==> config.mk <==
export PLATFORM = sky130hd
export DESIGN_NAME = bie_exec
export DESIGN_NICKNAME = d
export VERILOG_FILES = /design/src/bie_pkg.sv /design/src/bie_exec.sv
export VERILOG_INCLUDE_DIRS = /design/src
export SDC_FILE = /design/constraint.sdc
export NUM_CORES = 1
export LEC_CHECK = 0
export ABC_AREA = 1
export BUFFER_PORTS_ARGS = -buffer_cell sky130_fd_sc_hd__clkbuf_2
export CAP_MARGIN = 10
export CORE_ASPECT_RATIO = 1.1
export CORE_MARGIN = 8
export CORE_UTILIZATION = 56
export DETAILED_ROUTE_END_ITERATION = 10
export PLACE_DENSITY = 0.91
export SYNTH_ARGS = -nofsm -noshare
export SYNTH_HDL_FRONTEND = slang
export SYNTH_SLANG_ARGS = --single-unit
==> constraint.sdc <==
create_clock -name ref_clk_i -period 5 [get_ports ref_clk_i]
set_clock_uncertainty 0.2 [all_clocks]
set_input_delay 0 -clock ref_clk_i [delete_from_list [all_inputs] [get_ports ref_clk_i]]
set_output_delay 0 -clock ref_clk_i [all_outputs]
set_load 0.1 [all_outputs]
==> src/bie_defs.svh <==
`ifndef BIE_DEFS_SVH
`define BIE_DEFS_SVH
// ==========================================
// opcode patterns
`define BIE_BRANCH_W1_OP 8'hef
`define BIE_BRANCH_W2_OP 4'hf
`define BIE_INC_OP 6'h0a
// ==========================================
// field positions within an instruction word
`define BIE_INC_D_BIT 9
`define BIE_INC_A_BIT 8
// ==========================================
// addressing limits and widths
`define BIE_IDX_LIMIT 8'h5f
`define BIE_ACCESS_SPLIT 8'h60
`define BIE_DADDR_W 12
// ==========================================
// status bit positions
`define BIE_FLAG_C 0
`define BIE_FLAG_DC 1
`define BIE_FLAG_Z 2
`define BIE_FLAG_OV 3
`define BIE_FLAG_N 4
// ==========================================
// phases per instruction cycle
`define BIE_PHASE_CNT 4
`endif

==> src/bie_pkg.sv <==
package bie_pkg;
  typedef enum logic [1:0] {
    BIE_IDLE = 2'b00,
    BIE_BR2 = 2'b01,
    BIE_FLUSH = 2'b11
  } bie_state_e;
  typedef logic [1:0] bie_phase_t;
endpackage : bie_pkg
==> src/bie_exec.sv <==
`include "bie_defs.svh"
// What this block does
// [RULE1] the long branch loads its 20-bit literal into pc bits 20..1.
// [RULE2] the branch is word ef/kk then f/kkk, low literal byte first.
// [RULE3] the branch takes two cycles, the second a nop, no flag changes.
// [RULE4] the increment 0010_10da ffff_ffff adds one, sets c dc n ov z.
// [RULE5] d=0 writes the accumulator, d=1 writes back to the register.
// [RULE6] a=0 uses the access bank, a=1 uses bank_select_reg.
// [RULE7] a=0, extended set on and f<=95 uses indexed literal offset.
module bie_exec (
  input wire logic ref_clk_i,
  input wire logic rst_i,
  input wire logic clk_en_i,
  input wire logic instr_valid_i,
  input wire logic [15:0] instr_i,
  input wire logic ext_set_en_i,
  input wire logic [3:0] bank_select_reg_i,
  input wire logic [11:0] index_base_i,
  input wire logic [7:0] rd_data_i,
  input wire logic [7:0] acc_i,
  input wire logic [4:0] status_i,
  output logic [20:0] pc_o,
  output logic pc_load_o,
  output logic [11:0] rd_addr_o,
  output logic rd_en_o,
  output logic [11:0] wr_addr_o,
  output logic [7:0] wr_data_o,
  output logic wr_en_o,
  output logic [7:0] acc_o,
  output logic acc_we_o,
  output logic [4:0] status_o,
  output logic status_we_o,
  output logic busy_o
);

  // ==========================================
  // operand address
  function automatic logic [11:0] bie_addr(input logic [7:0] f,
    input logic a, input logic ext, input logic [3:0] bank,
    input logic [11:0] base);
    logic [11:0] r;
    r = 12'h000;
    if (a) begin
      r = {bank, f}; // [RULE6]
    end else if (ext && f <= `BIE_IDX_LIMIT) begin
      r = base + {4'h0, f}; // [RULE7]
    end else if (f < `BIE_ACCESS_SPLIT) begin
      r = {4'h0, f}; // [RULE6]
    end else begin
      r = {4'hf, f};
    end
    return r;
  endfunction : bie_addr

  // ==========================================
  // state
  bie_pkg::bie_state_e state_ff, nxt_state;
  bie_pkg::bie_phase_t phase_ff, nxt_phase;
  logic [7:0] klo_ff, nxt_klo;
  logic inc_d_ff, nxt_inc_d;
  logic inc_go_ff, nxt_inc_go;
  logic [11:0] inc_addr_ff, nxt_inc_addr;
  logic [20:0] pc_ff, nxt_pc;
  logic pc_load_ff, nxt_pc_load;
  logic [11:0] rd_addr_ff, nxt_rd_addr;
  logic rd_en_ff, nxt_rd_en;
  logic [11:0] wr_addr_ff, nxt_wr_addr;
  logic [7:0] wr_data_ff, nxt_wr_data;
  logic wr_en_ff, nxt_wr_en;
  logic [7:0] acc_ff, nxt_acc;
  logic acc_we_ff, nxt_acc_we;
  logic [7:0] acc_out_ff, nxt_acc_out;
  logic busy_ff, nxt_busy;
  logic [4:0] status_ff, nxt_status;
  logic status_we_ff, nxt_status_we;

  logic [8:0] sum;
  logic [4:0] nib;
  logic [7:0] res;
  logic is_br1;
  logic is_inc;
  logic [11:0] addr;

  always_comb begin
    sum = {1'b0, rd_data_i} + 9'h001; // [RULE4]
    nib = {1'b0, rd_data_i[3:0]} + 5'h01;
    res = sum[7:0];
    is_br1 = instr_valid_i && instr_i[15:8] == `BIE_BRANCH_W1_OP; // [RULE2]
    is_inc = instr_valid_i && instr_i[15:10] == `BIE_INC_OP; // [RULE4]
    addr = bie_addr(instr_i[7:0], instr_i[`BIE_INC_A_BIT], ext_set_en_i,
      bank_select_reg_i, index_base_i);
  end

  // ==========================================
  // next values
  always_comb begin
    nxt_state = state_ff;
    nxt_phase = phase_ff + 2'h1;
    nxt_klo = klo_ff;
    nxt_inc_d = inc_d_ff;
    nxt_inc_go = inc_go_ff;
    nxt_inc_addr = inc_addr_ff;
    nxt_pc = pc_ff;
    nxt_pc_load = 1'b0;
    nxt_rd_addr = rd_addr_ff;
    nxt_rd_en = 1'b0;
    nxt_wr_addr = wr_addr_ff;
    nxt_wr_data = wr_data_ff;
    nxt_wr_en = 1'b0;
    nxt_acc = acc_ff;
    nxt_acc_we = 1'b0;
    // flags and accumulator echo their live inputs unless written
    nxt_status = status_i;
    nxt_status_we = 1'b0;
    nxt_acc_out = acc_i;
    case (phase_ff)
      2'h0: begin
        // q1: decode
        nxt_inc_go = 1'b0;
        case (state_ff)
          bie_pkg::BIE_IDLE: begin
            if (is_br1) begin
              nxt_klo = instr_i[7:0]; // [RULE2]
              nxt_state = bie_pkg::BIE_BR2;
            end else if (is_inc) begin
              nxt_inc_go = 1'b1;
              nxt_inc_d = instr_i[`BIE_INC_D_BIT];
              nxt_inc_addr = addr;
            end
          end
          bie_pkg::BIE_BR2: begin
            // second word only completes a real branch
            if (instr_valid_i &&
                instr_i[15:12] == `BIE_BRANCH_W2_OP) begin // [RULE2]
              nxt_state = bie_pkg::BIE_FLUSH;
            end else begin
              nxt_state = bie_pkg::BIE_IDLE;
            end
          end
          bie_pkg::BIE_FLUSH: begin
            nxt_state = bie_pkg::BIE_IDLE; // [RULE3]
          end
          default: nxt_state = bie_pkg::BIE_IDLE;
        endcase
      end
      2'h1: begin
        // q2: read operand
        if (inc_go_ff) begin
          nxt_rd_addr = inc_addr_ff;
          nxt_rd_en = 1'b1;
        end
      end
      2'h2: begin
        // q3: process, data returns this phase
        if (inc_go_ff) begin
          nxt_status[`BIE_FLAG_C] = sum[8]; // [RULE4]
          nxt_status[`BIE_FLAG_DC] = nib[4];
          nxt_status[`BIE_FLAG_Z] = res == 8'h00;
          nxt_status[`BIE_FLAG_N] = res[7];
          nxt_status[`BIE_FLAG_OV] = rd_data_i == 8'h7f;
          nxt_status_we = 1'b1;
          if (inc_d_ff) begin
            nxt_wr_addr = inc_addr_ff; // [RULE5]
            nxt_wr_data = res;
          end else begin
            nxt_acc = res; // [RULE5]
          end
        end
      end
      default: begin
        // q4: write result or program counter
        if (inc_go_ff) begin
          nxt_wr_en = inc_d_ff; // [RULE5]
          nxt_acc_we = ~inc_d_ff;
          if (!inc_d_ff) begin
            nxt_acc_out = acc_ff; // [RULE5]
          end
        end
        if (state_ff == bie_pkg::BIE_FLUSH) begin
          nxt_pc = {instr_i[11:0], klo_ff, 1'b0}; // [RULE1]
          nxt_pc_load = 1'b1;
        end
      end
    endcase
    nxt_busy = nxt_state != bie_pkg::BIE_IDLE; // [RULE3]
  end

  // ==========================================
  // registers
  always_ff @(posedge ref_clk_i) begin
    if (rst_i) begin
      state_ff <= bie_pkg::BIE_IDLE;
      phase_ff <= 2'h0;
      klo_ff <= 8'h00;
      inc_d_ff <= 1'b0;
      inc_go_ff <= 1'b0;
      inc_addr_ff <= 12'h000;
      pc_ff <= 21'h000000;
      pc_load_ff <= 1'b0;
      rd_addr_ff <= 12'h000;
      rd_en_ff <= 1'b0;
      wr_addr_ff <= 12'h000;
      wr_data_ff <= 8'h00;
      wr_en_ff <= 1'b0;
      acc_ff <= 8'h00;
      acc_we_ff <= 1'b0;
      acc_out_ff <= 8'h00;
      busy_ff <= 1'b0;
      status_ff <= 5'h00;
      status_we_ff <= 1'b0;
    end else if (clk_en_i) begin
      state_ff <= nxt_state;
      phase_ff <= nxt_phase;
      klo_ff <= nxt_klo;
      inc_d_ff <= nxt_inc_d;
      inc_go_ff <= nxt_inc_go;
      inc_addr_ff <= nxt_inc_addr;
      pc_ff <= nxt_pc;
      pc_load_ff <= nxt_pc_load;
      rd_addr_ff <= nxt_rd_addr;
      rd_en_ff <= nxt_rd_en;
      wr_addr_ff <= nxt_wr_addr;
      wr_data_ff <= nxt_wr_data;
      wr_en_ff <= nxt_wr_en;
      acc_ff <= nxt_acc;
      acc_we_ff <= nxt_acc_we;
      acc_out_ff <= nxt_acc_out;
      busy_ff <= nxt_busy;
      status_ff <= nxt_status;
      status_we_ff <= nxt_status_we;
    end
  end

  assign status_o = status_ff;
  assign pc_o = pc_ff;
  assign pc_load_o = pc_load_ff;
  assign rd_addr_o = rd_addr_ff;
  assign rd_en_o = rd_en_ff;
  assign wr_addr_o = wr_addr_ff;
  assign wr_data_o = wr_data_ff;
  assign wr_en_o = wr_en_ff;
  assign acc_o = acc_out_ff;
  assign acc_we_o = acc_we_ff;
  assign status_we_o = status_we_ff;
  assign busy_o = busy_ff;

endmodule : bie_exec

==> results.sh <==
export IMPL_outcome="finished, final reports clean"
export IMPL_vias_in_the_first_global_route=5018
export IMPL_route_detailed_wl_per_inst_um=15.9
export IMPL_critPathLaunchType="flop"
export IMPL_rr_worst_depth=10
export IMPL_grt_usage_pct=24.8
export IMPL_postSynthNetCount=723
export IMPL_synth_area_sq_um=4770
export IMPL_tritoncts_clock_tree="done"
export IMPL_max_slew_margin_pct=43.6
export IMPL_finalSetupTns_ns=0
export IMPL_floorplan_die_width_um=104
export IMPL_cts_root_buffer="clkbuf_8"
export IMPL_fraction_of_synthesis_flops_using_an_asynchronous_set_or_reset_pin_pct=0
export IMPL_sequential_cell_area_sq_um=2100
export IMPL_timing_hold_violations_final=0
export IMPL_rsz0062_at_grt="no"
export IMPL_clock_insertion_delay_worst_skew_ns=0.37
export IMPL_worst_r2r_startpoint="phase_ff[0]"
export IMPL_fmax_mhz=352
export IMPL_hpwl_um=9590
export IMPL_finalSetupViolations=0
export IMPL_cts_reportedPaths_clkPinSlew_ns=0.12
export IMPL_max_slew_worst_pin_slew_ns=0.844
export IMPL_ys_top_cells_by_count="dfxtp_1, o21ai_0, inv_1"
export IMPL_hold_path_class="in2reg"
export IMPL_ant_nets=0
export IMPL_fin_crit_sh_pct=56.9
export IMPL_yosys_mux_area_fraction_pct=0
export IMPL_wire_length_of_the_first_global_routing_pass_um=24400
export IMPL_cts_post_setup_buffers_inserted=0
export IMPL_detail_route_drc_violations=0
export IMPL_drt_first_iter_violations=316
export IMPL_ir_worst_vdd_v=0.000164
export IMPL_timing_hold_worst_path_depth=6
export IMPL_area_fraction_in_and_or_nand_and_nor_cells_after_synthesis_pct=18.6
export IMPL_total_via_count_after_detailed_routing=5097
export IMPL_finalCoreUtilization_pct=76.2
export IMPL_cts_sink_count=105
export IMPL_htreeDepth=3
export IMPL_worst_endpoint_required_ns=5.06
export IMPL_floorplan_die_area_sq_um=11700
export IMPL_placement_io_buffers=128
export IMPL_yosys_area_share_adder_pct=3.83
export IMPL_grt_remaining_overflow=0
export IMPL_worst_hold_startpoint="ext_set_en_i"
export IMPL_ys_ff_latch=105
export IMPL_yosysWarnings=0
export IMPL_design_core_area_sq_um=8320
export IMPL_synth_lib_cells_used_distinct=31
export IMPL_yosys_area_share_xor_xnor_pct=1.65
export IMPL_pin_count_of_the_biggest_net_entering_global_routing=94
export IMPL_power_density_nw_per_um2=267
export IMPL_syn_instance_count=651
export IMPL_path_class="reg2reg"
export IMPL_synthDominantAreaCellType="dfxtp_1"
export IMPL_final_net_count=902
export IMPL_postSynth_topFlopCell="dfxtp_1"
export IMPL_period_minus_slack_ns=2.84
export IMPL_grt_antenna_before_repair=0
export IMPL_cts_inserted_buffers=9
export IMPL_crit_arrival_ns=2.90
export IMPL_clk_path_buf_depth=2
export IMPL_finalWirelength_um=15100
export IMPL_power_leakage_nw=3.07
export IMPL_synth_edf_count=0
export IMPL_synth_top_area_share_pct=44.1
export IMPL_synth_top_family_by_area="compound AO/OA/AOI/OAI gates"
export IMPL_die_y_um=113
export IMPL_antenna_diode_count=0
export IMPL_finalWeightedCongestion=0.870
export IMPL_synth_most_common_cell="dfxtp_1"
export IMPL_path_max_fanout=16
export IMPL_final_layout_size_suffix_gt1_share_pct=19.5
export IMPL_share_of_the_synthesized_area_in_compound_gates_ao_oa_aoi_oai_pct=21.8
export IMPL_seq_area_frac_synth_pct=44.1
export IMPL_area_growth_synth_to_final_pct=32.9
export IMPL_maxCapViolations=0
export IMPL_row_count=35
export IMPL_crit_path_start="phase_ff[0]"
export IMPL_synth_area_leaders="dfxtp_1, o21ai_0, a21oi_1, inv_1, nor2_1"
export IMPL_total_power_consumption_mw=1.69
export IMPL_multi_input_area_sq_um=2200
export IMPL_drt_pre_antenna_iters=8
export IMPL_initial_core_util_pct=57.3
export IMPL_io_pins=130
export IMPL_finalMaxSlewViolations=0
export IMPL_layout_filler_cells=588
export IMPL_detail_route_vias_per_cell=5.39
export IMPL_post_synth_cell_area_avg_sq_um=7.33
export IMPL_critical_path_endpoint_type="flop"
per-layer routing:
| layer | track usage, % | up-vias | wire length (um) |
|---|---|---|---|
| li1 | - | 2486 | - |
| met1 | 27.4 | 2338 | 6040 |
| met2 | 43.9 | 238 | 7420 |
| met3 | 6.03 | 35 | 1120 |
| met4 | 11.8 | 0 | 473 |
| met5 | 0 | - | 0 |
logic make-up after synthesis:
group	Yosys count
and+or+nand+nor	206
AOI/OAI and AO/OA	198
buffers and inverters	118
DFF	105
adders and majority gates	14
xor gates and xnor gates	9
other	1
critical path, stage by stage, from the launching register on:
cell and delay [ns]:
dfxtp_1 0.34, inv_1 0.12, ha_1 0.23, nand2_1 0.19, nor3_2 0.23, nand3_2 0.31
inv_2 0.27, o21ai_0 0.11, a21oi_1 0.12, dlygate4sd3_1 0.56, nor2_1 0.04
path summary, 6_finish.rpt:
check	endpoint	slack [ns]
worst min-delay path	inc_addr_ff[2]	0.03
worst min register to register	rd_addr_o[2]	0.25
worst max-delay path	inc_addr_ff[1]	2.16
worst max register to register	inc_addr_ff[1]	2.16
where the power goes:
| group | internal [mW] | total, mW | switching (mW) |
|---|---|---|---|
| Sequential | 0.848 | 0.856 | 0.00806 |
| Clock | 0.243 | 0.553 | 0.310 |
| Combinational | 0.0977 | 0.284 | 0.187 |
| Total | 1.19 | 1.69 | 0.505 |
stage by stage:
| stage | setup slack, ns | hold WS, ns | std cells | instance area (sq um) |
|---|---|---|---|---|
| 6_report | 2.16 | 0.0269 | 946 | 6340 |
| 5_1_grt | 1.87 | 0.0860 | 946 | 6340 |
| 2_1_floorplan | 3.25 | -0.131 | 651 | 4770 |
| 3_3_place_gp | 2.42 | 0.0641 | 860 | 5410 |
| 4_1_cts | 2.09 | 0.0151 | 944 | 6310 |
| 3_5_place_dp | 2.22 | 0.0812 | 860 | 5410 |
cells in the final DEF (no fill, tap or decap), types with 8 or more instances in the layout:
master         instances
dlygate4sd3_1         68
nand4_1                8
o211ai_1              16
ha_1                  13
dfxtp_1              105
clkbuf_2             128
nand3_1               21
a21oi_1               82
o21ai_0               95
clkbuf_8               9
inv_1                 83
nand2_1               80
nor2_1                81
sequential cells by signal, indices dropped and copies added (netlist names), 2 cells and up:
| name | count |
|---|---|
| inc_addr_ff | 12 |
| pc_o | 20 |
| acc_ff | 8 |
| rd_addr_o | 12 |
| status_o | 5 |
| acc_o | 8 |
| phase_ff | 2 |
| klo_ff | 8 |
| state_ff | 2 |
| wr_data_o | 8 |
| wr_addr_o | 12 |
cell type report:
| class | count | share of cell area [%] |
|---|---|---|
| clock buffer | 9 | 1.95 |
| timing repair buffer | 198 | 21.3 |
| inverter | 88 | 5.21 |
| sequential | 105 | 33.2 |
| clock inverter | 7 | 1.40 |
| multi-input combinational | 428 | 34.7 |
| tap | 111 | 2.19 |
what timing repair did:
action,4_1_cts,5_1_grt
hold endpoints to repair,71,0
resized for setup,0,0
hold buffers,68,0
Note: power is estimated with default switching activity, not from simulation.
